--- config.mk ---
export PLATFORM = sky130hd
export DESIGN_NAME = typec_src_ctrl
export DESIGN_NICKNAME = d
export VERILOG_FILES = /design/src/core/typec_src_pkg.sv /design/src/core/typec_src_ctrl.sv
export SDC_FILE = /design/constraint.sdc
export NUM_CORES = 1
export LEC_CHECK = 0
export BUFFER_PORTS_ARGS = -buffer_cell sky130_fd_sc_hd__buf_2
export CAP_MARGIN = 15
export CELL_PAD_IN_SITES_DETAIL_PLACEMENT = 2
export CELL_PAD_IN_SITES_GLOBAL_PLACEMENT = 2
export CORE_UTILIZATION = 25
export DETAILED_ROUTE_END_ITERATION = 10
export PLACE_DENSITY_LB_ADDON = 0.1
export RECOVER_POWER = 100
export SLEW_MARGIN = 40
export SYNTH_ARGS = -nofsm -noshare
export SYNTH_HDL_FRONTEND = slang
export SYNTH_SLANG_ARGS = --single-unit
--- constraint.sdc ---
create_clock -name clk_i -period 5.16 [get_ports clk_i]
set_input_delay 1.032 -clock clk_i [delete_from_list [all_inputs] [get_ports clk_i]]
set_output_delay 1.032 -clock clk_i [all_outputs]
set_load 0.02 [all_outputs]
--- src/core/typec_src_pkg.sv ---
// constants, register map and types for the type-c source port control
package typec_src_pkg;

    // ==========================================================
    // register map (byte addresses on the 32-bit bus)
    localparam logic [7:0] CTRL_OFS = 8'h00;
    localparam logic [7:0] SHIFT_OFS = 8'h04;
    localparam logic [7:0] STATUS_OFS = 8'h08;

    // ==========================================================
    // control register fields
    localparam int CTRL_RANGE_EN_BIT = 0;
    localparam int CTRL_UNDERVOLTAGE_LOCKOUT_EN_BIT = 1;
    localparam int CTRL_OVERVOLTAGE_LOCKOUT_EN_BIT = 2;

    // ==========================================================
    // shift register fields: upper limit in byte 0, lower in byte 1
    localparam int SHIFT_W = 4;
    localparam int SHIFT_HI_LSB = 0;
    localparam int SHIFT_LO_LSB = 8;

    // ==========================================================
    // status register fields
    localparam int ST_ATTACH_BIT = 0;
    localparam int ST_ORIENT_BIT = 1;
    localparam int ST_PWR_EN_BIT = 2;
    localparam int ST_BUS_OK_BIT = 3;
    localparam int ST_ACC_BIT = 4;
    localparam int ST_RP_LSB = 8;

    // ==========================================================
    // bus responses
    localparam logic [1:0] RESP_OKAY = 2'h0;
    localparam logic [1:0] RESP_SLVERR = 2'h2;

    // ==========================================================
    // timing
    localparam int CLK_PERIOD_NS = 10;
    localparam int DEBOUNCE_US = 100;
    localparam int POWER_UP_US = 275;
    localparam int ERR_RECOV_US = 25000;
    localparam int DISCHARGE_US = 650;

    // ==========================================================
    // types
    typedef enum logic [1:0] {RP_DEFAULT, RP_MEDIUM, CURRENT_LEVEL_SEL} rp_level_e;
    typedef enum logic [2:0] {ST_UNATT, ST_WAIT, ST_SRC, ST_ACC, ST_ERR} cc_state_e;

endpackage

--- src/core/typec_src_ctrl.sv ---
// type-c source port control with an axi4-lite register slave
// ==========================================================
// Overview of operation
// - attach pin asserted on sink connection
// - attach pin also asserted for accessories
// - attach state readable in status register
// - default-select low advertises default current
// - default high, level low: medium current
// - both selects high: high current
// - advertised level tracks select pins live
// - accessory pin for audio or debug
// - orientation released for cc1, low cc2
// - orientation readable in status register
// - power path needs sink, bus not over range, and in range after power-up grace
// - power path state readable in status
// - optional lockouts further qualify power path
// - over-range at sink attach withholds connection
// - over-range after sink attach, or out-of-range after power-up grace, forces error recovery
// - upper limit shift one to fifteen percent
// - lower limit shift one to fifteen percent
// - shift defaults loaded from nonvolatile straps
// - each limit changeable by nvm or software
// - classify partner as sink or accessory
// - three current capability levels
// - status pins are active-low open drain
// - bus-ok pin asserted when attached in range
// - discharge on sink detach and error recovery
// - reset input is active high
`timescale 1ns/1ps

module typec_src_ctrl #(
    parameter int DEBOUNCE_CYC = typec_src_pkg::DEBOUNCE_US * 1000 / typec_src_pkg::CLK_PERIOD_NS,
    parameter int POWER_UP_CYC = typec_src_pkg::POWER_UP_US * 1000 / typec_src_pkg::CLK_PERIOD_NS,
    parameter int ERR_RECOV_CYC = typec_src_pkg::ERR_RECOV_US * 1000 / typec_src_pkg::CLK_PERIOD_NS,
    parameter int DISCHARGE_CYC = typec_src_pkg::DISCHARGE_US * 1000 / typec_src_pkg::CLK_PERIOD_NS
) (
    input wire logic clk_i,
    input wire logic rst_i,
    // axi4-lite slave
    input wire logic [7:0] s_axi_awaddr_i,
    input wire logic s_axi_awvalid_i,
    output logic s_axi_awready_o,
    input wire logic [31:0] s_axi_wdata_i,
    input wire logic [3:0] s_axi_wstrb_i,
    input wire logic s_axi_wvalid_i,
    output logic s_axi_wready_o,
    output logic [1:0] s_axi_bresp_o,
    output logic s_axi_bvalid_o,
    input wire logic s_axi_bready_i,
    input wire logic [7:0] s_axi_araddr_i,
    input wire logic s_axi_arvalid_i,
    output logic s_axi_arready_o,
    output logic [31:0] s_axi_rdata_o,
    output logic [1:0] s_axi_rresp_o,
    output logic s_axi_rvalid_o,
    input wire logic s_axi_rready_i,
    // cc line comparator results
    input wire logic cc1_rd_i,
    input wire logic cc1_ra_i,
    input wire logic cc2_rd_i,
    input wire logic cc2_ra_i,
    // bus voltage monitor results
    input wire logic bus_power_sense_i,
    input wire logic bus_above_hi_i,
    input wire logic bus_below_lo_i,
    input wire logic undervoltage_lockout_i,
    input wire logic overvoltage_lockout_i,
    // current select pins
    input wire logic default_current_sel_i,
    input wire logic current_level_sel_i,
    // nonvolatile defaults and reprogramming strobe
    input wire logic [3:0] nvm_hi_shift_i,
    input wire logic [3:0] nvm_lo_shift_i,
    input wire logic [2:0] nvm_ctrl_i,
    input wire logic nvm_load_i,
    // analog side controls
    output logic [1:0] rp_level_o,
    output logic [3:0] hi_shift_o,
    output logic [3:0] lo_shift_o,
    output logic discharge_en_o,
    // open-drain status pins
    output logic attach_n_o,
    output logic attach_n_oe_o,
    output logic accessory_found_n_o,
    output logic accessory_found_n_oe_o,
    output logic orientation_n_o,
    output logic orientation_n_oe_o,
    output logic power_path_en_n_o,
    output logic power_path_en_n_oe_o,
    output logic bus_power_ok_n_o,
    output logic bus_power_ok_n_oe_o
);

    initial begin
        if (DEBOUNCE_CYC < 1 || POWER_UP_CYC < 1 || ERR_RECOV_CYC < 1 || DISCHARGE_CYC < 1) begin
            $error("timing counts must be at least one cycle");
        end
    end

    // ==========================================================
    // input synchronisers
    localparam int NSYNC = 11;
    logic [NSYNC-1:0] async_w;
    logic [NSYNC-1:0] meta_r;
    logic [NSYNC-1:0] sync_r;

    assign async_w = {current_level_sel_i, default_current_sel_i, overvoltage_lockout_i,
                      undervoltage_lockout_i, bus_below_lo_i, bus_above_hi_i, bus_power_sense_i,
                      cc2_ra_i, cc2_rd_i, cc1_ra_i, cc1_rd_i};

    always_ff @(posedge clk_i or posedge rst_i) begin
        if (rst_i) begin
            meta_r <= '0;
            sync_r <= '0;
        end else begin
            meta_r <= async_w;
            sync_r <= meta_r;
        end
    end

    wire cc1_rd_s = sync_r[0];
    wire cc1_ra_s = sync_r[1];
    wire cc2_rd_s = sync_r[2];
    wire cc2_ra_s = sync_r[3];
    wire present_s = sync_r[4];
    wire above_s = sync_r[5];
    wire below_s = sync_r[6];
    wire undervoltage_lockout_s = sync_r[7];
    wire overvoltage_lockout_s = sync_r[8];
    wire def_sel_s = sync_r[9];
    wire lvl_sel_s = sync_r[10];

    // ==========================================================
    // configuration registers
    logic [2:0] ctrl_r;
    logic [3:0] hi_shift_r;
    logic [3:0] lo_shift_r;
    logic loaded_r;

    // ==========================================================
    // axi4-lite write path: address and data taken in either order
    logic aw_held_r;
    logic w_held_r;
    logic [7:0] awaddr_r;
    logic [31:0] wdata_r;
    logic [3:0] wstrb_r;
    logic bvalid_r;
    logic [1:0] bresp_r;

    wire aw_take = s_axi_awvalid_i && s_axi_awready_o;
    wire w_take = s_axi_wvalid_i && s_axi_wready_o;
    wire wr_go = aw_held_r && w_held_r && !bvalid_r;
    wire wr_ctrl = wr_go && awaddr_r == typec_src_pkg::CTRL_OFS;
    wire wr_shift = wr_go && awaddr_r == typec_src_pkg::SHIFT_OFS;
    wire wr_status = wr_go && awaddr_r == typec_src_pkg::STATUS_OFS;
    wire wr_hit = wr_ctrl || wr_shift || wr_status;

    assign s_axi_awready_o = !aw_held_r;
    assign s_axi_wready_o = !w_held_r;
    assign s_axi_bvalid_o = bvalid_r;
    assign s_axi_bresp_o = bresp_r;

    always_ff @(posedge clk_i or posedge rst_i) begin
        if (rst_i) begin
            aw_held_r <= 1'b0;
            w_held_r <= 1'b0;
            awaddr_r <= '0;
            wdata_r <= '0;
            wstrb_r <= '0;
            bvalid_r <= 1'b0;
            bresp_r <= typec_src_pkg::RESP_OKAY;
        end else begin
            if (aw_take) begin
                aw_held_r <= 1'b1;
                awaddr_r <= {s_axi_awaddr_i[7:2], 2'h0};
            end
            if (w_take) begin
                w_held_r <= 1'b1;
                wdata_r <= s_axi_wdata_i;
                wstrb_r <= s_axi_wstrb_i;
            end
            if (wr_go) begin
                aw_held_r <= 1'b0;
                w_held_r <= 1'b0;
                bvalid_r <= 1'b1;
                // status is read-only: writes there are dropped quietly
                bresp_r <= wr_hit ? typec_src_pkg::RESP_OKAY : typec_src_pkg::RESP_SLVERR;
            end else if (bvalid_r && s_axi_bready_i) begin
                bvalid_r <= 1'b0;
            end
        end
    end

    // ==========================================================
    // configuration: straps after reset, reload strobe, software writes
    wire nvm_go = !loaded_r || nvm_load_i;

    always_ff @(posedge clk_i or posedge rst_i) begin
        if (rst_i) begin
            loaded_r <= 1'b0;
            ctrl_r <= '0;
            hi_shift_r <= '0;
            lo_shift_r <= '0;
        end else begin
            loaded_r <= 1'b1;
            if (nvm_go) begin
                ctrl_r <= nvm_ctrl_i;
                hi_shift_r <= nvm_hi_shift_i;
                lo_shift_r <= nvm_lo_shift_i;
            end
            if (wr_ctrl && wstrb_r[0]) begin
                ctrl_r <= wdata_r[2:0];
            end
            if (wr_shift && wstrb_r[0]) begin
                hi_shift_r <= wdata_r[typec_src_pkg::SHIFT_HI_LSB +: typec_src_pkg::SHIFT_W];
            end
            if (wr_shift && wstrb_r[1]) begin
                lo_shift_r <= wdata_r[typec_src_pkg::SHIFT_LO_LSB +: typec_src_pkg::SHIFT_W];
            end
        end
    end

    // the analog comparators apply the shift code in percent
    assign hi_shift_o = hi_shift_r;
    assign lo_shift_o = lo_shift_r;

    // ==========================================================
    // partner classification
    wire range_en = ctrl_r[typec_src_pkg::CTRL_RANGE_EN_BIT];
    wire undervoltage_lockout_en = ctrl_r[typec_src_pkg::CTRL_UNDERVOLTAGE_LOCKOUT_EN_BIT];
    wire overvoltage_lockout_en = ctrl_r[typec_src_pkg::CTRL_OVERVOLTAGE_LOCKOUT_EN_BIT];

    wire debug_acc = cc1_rd_s && cc2_rd_s;
    wire audio_acc = cc1_ra_s && cc2_ra_s;
    wire acc_seen = debug_acc || audio_acc;
    wire sink_seen = (cc1_rd_s ^ cc2_rd_s) && !acc_seen;
    wire cc2_side = cc2_rd_s && !cc1_rd_s;
    wire over_s = range_en && above_s;
    wire under_s = range_en ? below_s : !present_s;
    wire in_range = present_s && !over_s && !under_s;
    wire lockout_ok = !(undervoltage_lockout_en && undervoltage_lockout_s) && !(overvoltage_lockout_en && overvoltage_lockout_s);

    // ==========================================================
    // source-role state machine
    typec_src_pkg::cc_state_e state_r;
    typec_src_pkg::cc_state_e state_nxt;
    logic [31:0] cnt_r;
    logic [31:0] cnt_nxt;
    logic orient_r;
    logic orient_nxt;

    wire cnt_db_done = cnt_r >= 32'(DEBOUNCE_CYC);
    wire cnt_pu_done = cnt_r >= 32'(POWER_UP_CYC);
    wire cnt_err_done = cnt_r >= 32'(ERR_RECOV_CYC);
    wire bus_fault = over_s || (cnt_pu_done && !in_range);

    always_comb begin
        state_nxt = state_r;
        cnt_nxt = cnt_r + 32'h1;
        orient_nxt = orient_r;
        unique case (state_r)
            typec_src_pkg::ST_UNATT: begin
                cnt_nxt = '0;
                if (sink_seen || acc_seen) begin
                    state_nxt = typec_src_pkg::ST_WAIT;
                end
            end
            typec_src_pkg::ST_WAIT: begin
                if (!sink_seen && !acc_seen) begin
                    state_nxt = typec_src_pkg::ST_UNATT;
                end else if (cnt_db_done) begin
                    cnt_nxt = cnt_r;
                    if (acc_seen) begin
                        state_nxt = typec_src_pkg::ST_ACC;
                        cnt_nxt = '0;
                    end else if (!over_s) begin
                        // a bus already over the upper limit holds us here
                        state_nxt = typec_src_pkg::ST_SRC;
                        orient_nxt = cc2_side;
                        cnt_nxt = '0;
                    end
                end
            end
            typec_src_pkg::ST_SRC: begin
                // counter saturates once the power-up grace has passed
                if (cnt_pu_done) begin
                    cnt_nxt = cnt_r;
                end
                if (!sink_seen) begin
                    state_nxt = typec_src_pkg::ST_UNATT;
                end else if (bus_fault) begin
                    state_nxt = typec_src_pkg::ST_ERR;
                    cnt_nxt = '0;
                end
            end
            typec_src_pkg::ST_ACC: begin
                cnt_nxt = '0;
                if (!acc_seen) begin
                    state_nxt = typec_src_pkg::ST_UNATT;
                end
            end
            typec_src_pkg::ST_ERR: begin
                if (cnt_err_done) begin
                    state_nxt = typec_src_pkg::ST_UNATT;
                    cnt_nxt = '0;
                end
            end
            default: begin
                state_nxt = typec_src_pkg::ST_UNATT;
                cnt_nxt = '0;
            end
        endcase
    end

    always_ff @(posedge clk_i or posedge rst_i) begin
        if (rst_i) begin
            state_r <= typec_src_pkg::ST_UNATT;
            cnt_r <= '0;
            orient_r <= 1'b0;
        end else begin
            state_r <= state_nxt;
            cnt_r <= cnt_nxt;
            orient_r <= orient_nxt;
        end
    end

    // ==========================================================
    // discharge timer: started on detach from a powered state
    logic [31:0] dis_cnt_r;
    wire detach_ev = state_r == typec_src_pkg::ST_SRC && state_nxt == typec_src_pkg::ST_UNATT;

    always_ff @(posedge clk_i or posedge rst_i) begin
        if (rst_i) begin
            dis_cnt_r <= '0;
        end else if (detach_ev) begin
            dis_cnt_r <= 32'(DISCHARGE_CYC);
        end else if (dis_cnt_r != '0) begin
            dis_cnt_r <= dis_cnt_r - 32'h1;
        end
    end

    // ==========================================================
    // registered pin and level outputs
    logic attach_r;
    logic acc_r;
    logic orient_pin_r;
    logic pwr_en_r;
    logic bus_ok_r;
    logic discharge_r;
    logic [1:0] rp_r;

    wire is_src = state_r == typec_src_pkg::ST_SRC;
    wire is_acc = state_r == typec_src_pkg::ST_ACC;
    wire [1:0] rp_w = !def_sel_s ? 2'(typec_src_pkg::RP_DEFAULT)
                    : (lvl_sel_s ? 2'(typec_src_pkg::CURRENT_LEVEL_SEL) : 2'(typec_src_pkg::RP_MEDIUM));

    always_ff @(posedge clk_i or posedge rst_i) begin
        if (rst_i) begin
            attach_r <= 1'b0;
            acc_r <= 1'b0;
            orient_pin_r <= 1'b0;
            pwr_en_r <= 1'b0;
            bus_ok_r <= 1'b0;
            discharge_r <= 1'b0;
            rp_r <= 2'(typec_src_pkg::RP_DEFAULT);
        end else begin
            attach_r <= is_src || is_acc;
            acc_r <= is_acc;
            orient_pin_r <= is_src && orient_r;
            pwr_en_r <= is_src && !bus_fault && lockout_ok;
            bus_ok_r <= (is_src || is_acc) && in_range;
            discharge_r <= state_r == typec_src_pkg::ST_ERR || dis_cnt_r != '0 || detach_ev;
            rp_r <= rp_w;
        end
    end

    // open drain: data always low, enable when asserted
    assign attach_n_o = 1'b0;
    assign attach_n_oe_o = attach_r;
    assign accessory_found_n_o = 1'b0;
    assign accessory_found_n_oe_o = acc_r;
    assign orientation_n_o = 1'b0;
    assign orientation_n_oe_o = orient_pin_r;
    assign power_path_en_n_o = 1'b0;
    assign power_path_en_n_oe_o = pwr_en_r;
    assign bus_power_ok_n_o = 1'b0;
    assign bus_power_ok_n_oe_o = bus_ok_r;
    assign discharge_en_o = discharge_r;
    assign rp_level_o = rp_r;

    // ==========================================================
    // axi4-lite read path
    logic rvalid_r;
    logic [31:0] rdata_r;
    logic [1:0] rresp_r;
    logic [31:0] status_w;

    always_comb begin
        status_w = '0;
        status_w[typec_src_pkg::ST_ATTACH_BIT] = attach_r;
        status_w[typec_src_pkg::ST_ORIENT_BIT] = orient_pin_r;
        status_w[typec_src_pkg::ST_PWR_EN_BIT] = pwr_en_r;
        status_w[typec_src_pkg::ST_BUS_OK_BIT] = bus_ok_r;
        status_w[typec_src_pkg::ST_ACC_BIT] = acc_r;
        status_w[typec_src_pkg::ST_RP_LSB +: 2] = rp_r;
    end

    wire [7:0] rd_addr = {s_axi_araddr_i[7:2], 2'h0};
    wire rd_ctrl = rd_addr == typec_src_pkg::CTRL_OFS;
    wire rd_shift = rd_addr == typec_src_pkg::SHIFT_OFS;
    wire rd_status = rd_addr == typec_src_pkg::STATUS_OFS;
    wire [31:0] shift_w = {20'h0, lo_shift_r, 4'h0, hi_shift_r};
    wire [31:0] rd_mux = rd_ctrl ? {29'h0, ctrl_r} : rd_shift ? shift_w : rd_status ? status_w : 32'h0;
    wire ar_take = s_axi_arvalid_i && s_axi_arready_o;

    assign s_axi_arready_o = !rvalid_r;
    assign s_axi_rvalid_o = rvalid_r;
    assign s_axi_rdata_o = rdata_r;
    assign s_axi_rresp_o = rresp_r;

    always_ff @(posedge clk_i or posedge rst_i) begin
        if (rst_i) begin
            rvalid_r <= 1'b0;
            rdata_r <= '0;
            rresp_r <= typec_src_pkg::RESP_OKAY;
        end else if (ar_take) begin
            rvalid_r <= 1'b1;
            rdata_r <= rd_mux;
            rresp_r <= (rd_ctrl || rd_shift || rd_status) ? typec_src_pkg::RESP_OKAY : typec_src_pkg::RESP_SLVERR;
        end else if (rvalid_r && s_axi_rready_i) begin
            rvalid_r <= 1'b0;
        end
    end
endmodule

==> run summary <==
The run finished, with violations left. The final reports fail on max-capacitance violations, max-slew violations. The clock tree synthesis step divided the H-tree into 4 levels. The tree is rooted in a sky130_fd_sc_hd__clkbuf_16. The share of synthesized area spent on multiplexers works out to 0.0512.

Yosys mapped a number of flops with a built-in enable equal to 0. Initial core utilization: 0.255. Entering global routing, the biggest net connects 78 pins.

The clock slew at the register clock pins of the worst setup and hold paths is 0.07 ns. Total iterations of the first detailed-routing run: 4. By area, the combinational part of the netlist is dominated by simple AND/OR/NAND/NOR gates.

The logs give 0 for the number of instances resized during post-cts repair and 17 for the total clock buffers created by CTS. Transition time of the tightest slew-check pin: 3.01 ns. Port buffering added 83 buffers. The overall die height was 168 um; the final critical-path share of the clock period was 0.798. For the initial detailed-routing violation count, the log shows 255. The number of maximum-capacitance violations was 1. The highest-delay cell along the critical path was sky130_fd_sc_hd__nand3_1. For the setup TNS, the log shows 0 ns.

The tools report the count of hold-fix buffers inserted at cts as 0. The final hold violation count came out at 0. The final route contains 5522 vias. The run gives 0 as the number of warnings reported in the yosys synthesis log. The internal power of the cells totals 2100 uW. The utilization after layout was 0.299; the clock latency on the worst-skew pair was 0.43 ns. Endpoint kind of the worst setup timing path: a flip-flop. Worst hold path class: reg2reg. Dominant register cell in the synthesized netlist: sky130_fd_sc_hd__dfrtp_1. The sequential share of the synthesized area is 0.514, and the remaining global-route overflow is 0. The area of the mapped netlist was 6860 sq um; the final wirelength was 20900 um. The routed length per placed instance was 18.6 um; the worst path required time was 5.50 ns. Row generation in the floorplan step produced 60 rows.

The worst setup path is launched from a flip-flop. After technology mapping, the gate count stands at 690. A synthesized cell averages 9.94 sq um. The core region is 27000 sq um. The share of Yosys cell area claimed by the top area cell type was 0.514; the worst clock skew was 0.0136 ns. The run gives 873 uW as the power spent charging and discharging nets.

The tools report the count of pins over their slew limit as 78. The clock passes through at most 2 buffers. The largest total area in the synthesized netlist belongs to sky130_fd_sc_hd__dfrtp_1. The proportion of synthesized flip-flops having asynchronous set or reset was 1.00; the total routing resource utilization after global routing was 0.155. The run gives 0.124 as the logic gate share of total power.

Synthesized-area fraction occupied by ao, oa, aoi and oai cells: 0.128. For the count of distinct cell types in the synthesized netlist, the log shows 70. The number of vias per cell works out to 4.92. The proportion of power drawn by the clock network came out at 0.432.

In this design, the stage delay of the slowest critical-path cell is 0.62 ns. Floorplan die width: 168 um. The total power density per cell area is 369 nW/um^2. The number of clock sinks is 141, and the fraction of final layout cells with drive strength greater than 1 is 0.146. The DRC violation count after routing was 0. The tools report the final net count as 855. The critical path is of the reg2reg type. The worst-case IR drop observed on VDD is 156 uV. The number of nets with antenna violations after routing was 0; the slack of the worst reg-to-reg path was 1.04 ns. TritonCTS built the clock tree. During I/O placement, the number of pins put on the boundary was 144. Share of the synthesized netlist area taken by xor and xnor gates: 0.0383. By instance count, the cell type seen most on the critical path is sky130_fd_sc_hd__or4_1. The synthesis-to-layout area growth came out at 17.6%.

The switching share of total power came out at 0.293. The via count of the first global-routing pass was 6110. The clock period minus worst slack is 4.12 ns, and the maximum operating frequency is 243 MHz. sky130_fd_sc_hd__dfrtp_1 is the most common cell in the netlist. The sequential group share of total power came out at 0.444. By area the synthesized netlist is led by sky130_fd_sc_hd__dfrtp_1 (51%), sky130_fd_sc_hd__nand2_1 (4.3%), sky130_fd_sc_hd__buf_4 (3.4%).

Data on the critical path arrives at its endpoint at 4.46 ns. The signal on the critical path passes through or4_1 > or4_1 > or3_1 > a21o_1 > nand3_1 > clkbuf_1 > a41oi_1 > a31oi_1. Summed over all cells, the static leakage comes to 0.00368 uW. The wire-length estimate of the detail-placed layout is 14900 um. The logs give 28100 sq um for the total die area and 0 for the number of antenna diodes.

Adder-cell share of the synthesized area: 0.00912. The first global-routing pass estimated 34000 um of wire. After synthesis, the most frequently instantiated cells are sky130_fd_sc_hd__dfrtp_1 (141), sky130_fd_sc_hd__nand2_1 (79), sky130_fd_sc_hd__nor2_1 (61). The tools report the number of antenna violations at the first check in global routing as 0. The simple-gate share of the synthesized area is 0.198, and the max-slew headroom at the worst pin is -1.01. For the number of setup buffers added after CTS, the log shows 0. Along the worst path, the maximum fanout reaches 16. The run gives 0.750 as the final RePlAce weighted congestion.

Setup repair after global routing left no endpoint under its margin. The setup-violating endpoint count in the final report was 0; the number of storage elements in the synthesis netlist was 141.
path summary, 6_finish.rpt:
check | startpoint | endpoint | cells after the start
min in group asynchronous | rst_i | awaddr_r[7] | 2
hold / removal | meta_r[2] | sync_r[2] | 0
setup / recovery | cnt_r[27] | cnt_r[19] | 8
hold reg to reg | meta_r[2] | sync_r[2] | 0
setup reg to reg | cnt_r[27] | cnt_r[19] | 8
max in group asynchronous | rst_i | cnt_r[15] | 3
critical path, delay by kind of cell, from the launching register on:
kind                   cells  cell delay [ns]
AO/OA/AOI/OAI              3             0.68
buffers and inverters      1             0.59
flip-flops                 1             0.46
AND/OR/NAND/NOR            4             2.30
final cells by class:
type | instances | area (sq um)
Sequential cell | 141 | 3530
Tap cell | 341 | 427
Clock inverter | 15 | 181
Clock buffer | 17 | 425
Fill cell | 2998 | 18900
Timing Repair Buffer | 88 | 407
Multi-Input combinational cell | 507 | 3050
Inverter | 13 | 48.8
state kept, by name, summed over array words and instances, names as in the netlist, 2 cells and up:
register       cells
awaddr_r           6
wstrb_r            2
s_axi_rdata_o      9
meta_r            11
lo_shift_o         4
sync_r            11
dis_cnt_r         32
wdata_r            8
cnt_r             32
state_r            3
rp_level_o         2
ctrl_r             3
hi_shift_o         4
per-stage QoR:
step | worst slack [ns] | total power (uW) | cell area [sq um] | cells | hold WS (ns)
floorplan | 0.347 | 1610 | 6970 | 719 | 0.331
global placement | 1.55 | 1710 | 7490 | 1090 | 0.332
detailed placement | 1.47 | 1730 | 7520 | 1090 | 0.336
CTS | 1.45 | 3040 | 8130 | 1122 | 0.350
global route | 0.817 | 3120 | 8070 | 1122 | 0.358
finish | 1.04 | 2980 | 8070 | 1122 | 0.347
layer usage:
layer | global-route usage | routed length, um | up-vias
met2 | 0.273 | 10400 | 117
met1 | 0.191 | 9520 | 2839
met5 | 0 | 0 | -
li1 | - | - | 2545
met3 | 0.0286 | 638 | 21
met4 | 0.0467 | 302 | 0
cell families (layout without fill, tap and decap cells):
group / after synthesis / in the layout
buf+inv: 71 / 133
fa+ha+maj: 5 / 5
mux: 33 / 33
simple gates: 266 / 266
flops: 141 / 141
xor+xnor: 30 / 30
compound gates: 142 / 142
other cells: 2 / 31
placed cells by master (no fill, tap or decap), types with 5 or more instances in the layout:
cell	Yosys	routed
sky130_fd_sc_hd__xor2_1	16	16
sky130_fd_sc_hd__nor4_1	10	9
sky130_fd_sc_hd__dfrtp_1	141	141
sky130_fd_sc_hd__a31oi_1	20	20
sky130_fd_sc_hd__ha_1	5	5
sky130_fd_sc_hd__conb_1	2	31
sky130_fd_sc_hd__nand3b_1	4	5
sky130_fd_sc_hd__and3_1	13	13
sky130_fd_sc_hd__nand3_1	19	19
sky130_fd_sc_hd__and2_1	7	5
sky130_fd_sc_hd__nor2b_1	9	9
sky130_fd_sc_hd__o21ai_0	38	41
sky130_fd_sc_hd__nand4_1	10	10
sky130_fd_sc_hd__mux2_2	17	17
sky130_fd_sc_hd__nor2_1	61	61
sky130_fd_sc_hd__clkbuf_16	0	17
sky130_fd_sc_hd__mux2i_1	16	16
sky130_fd_sc_hd__nand2_1	79	79
sky130_fd_sc_hd__inv_1	13	13
sky130_fd_sc_hd__clkbuf_1	20	35
sky130_fd_sc_hd__xnor2_1	14	14
sky130_fd_sc_hd__nor3_1	13	13
sky130_fd_sc_hd__a21oi_1	36	36
sky130_fd_sc_hd__buf_2	3	49
sky130_fd_sc_hd__or3_1	7	8
sky130_fd_sc_hd__or4_1	9	10
power by group through the flow:
stage / clock network (uW) / registers (uW) / logic [uW]
2_1_floorplan: 0 / 1340 / 273
5_1_grt: 1370 / 1340 / 414
4_1_cts: 1330 / 1320 / 387
3_5_place_dp: 0 / 1350 / 385
6_report: 1280 / 1320 / 370
3_3_place_gp: 0 / 1340 / 370
Power figures use the tool's default switching activity.
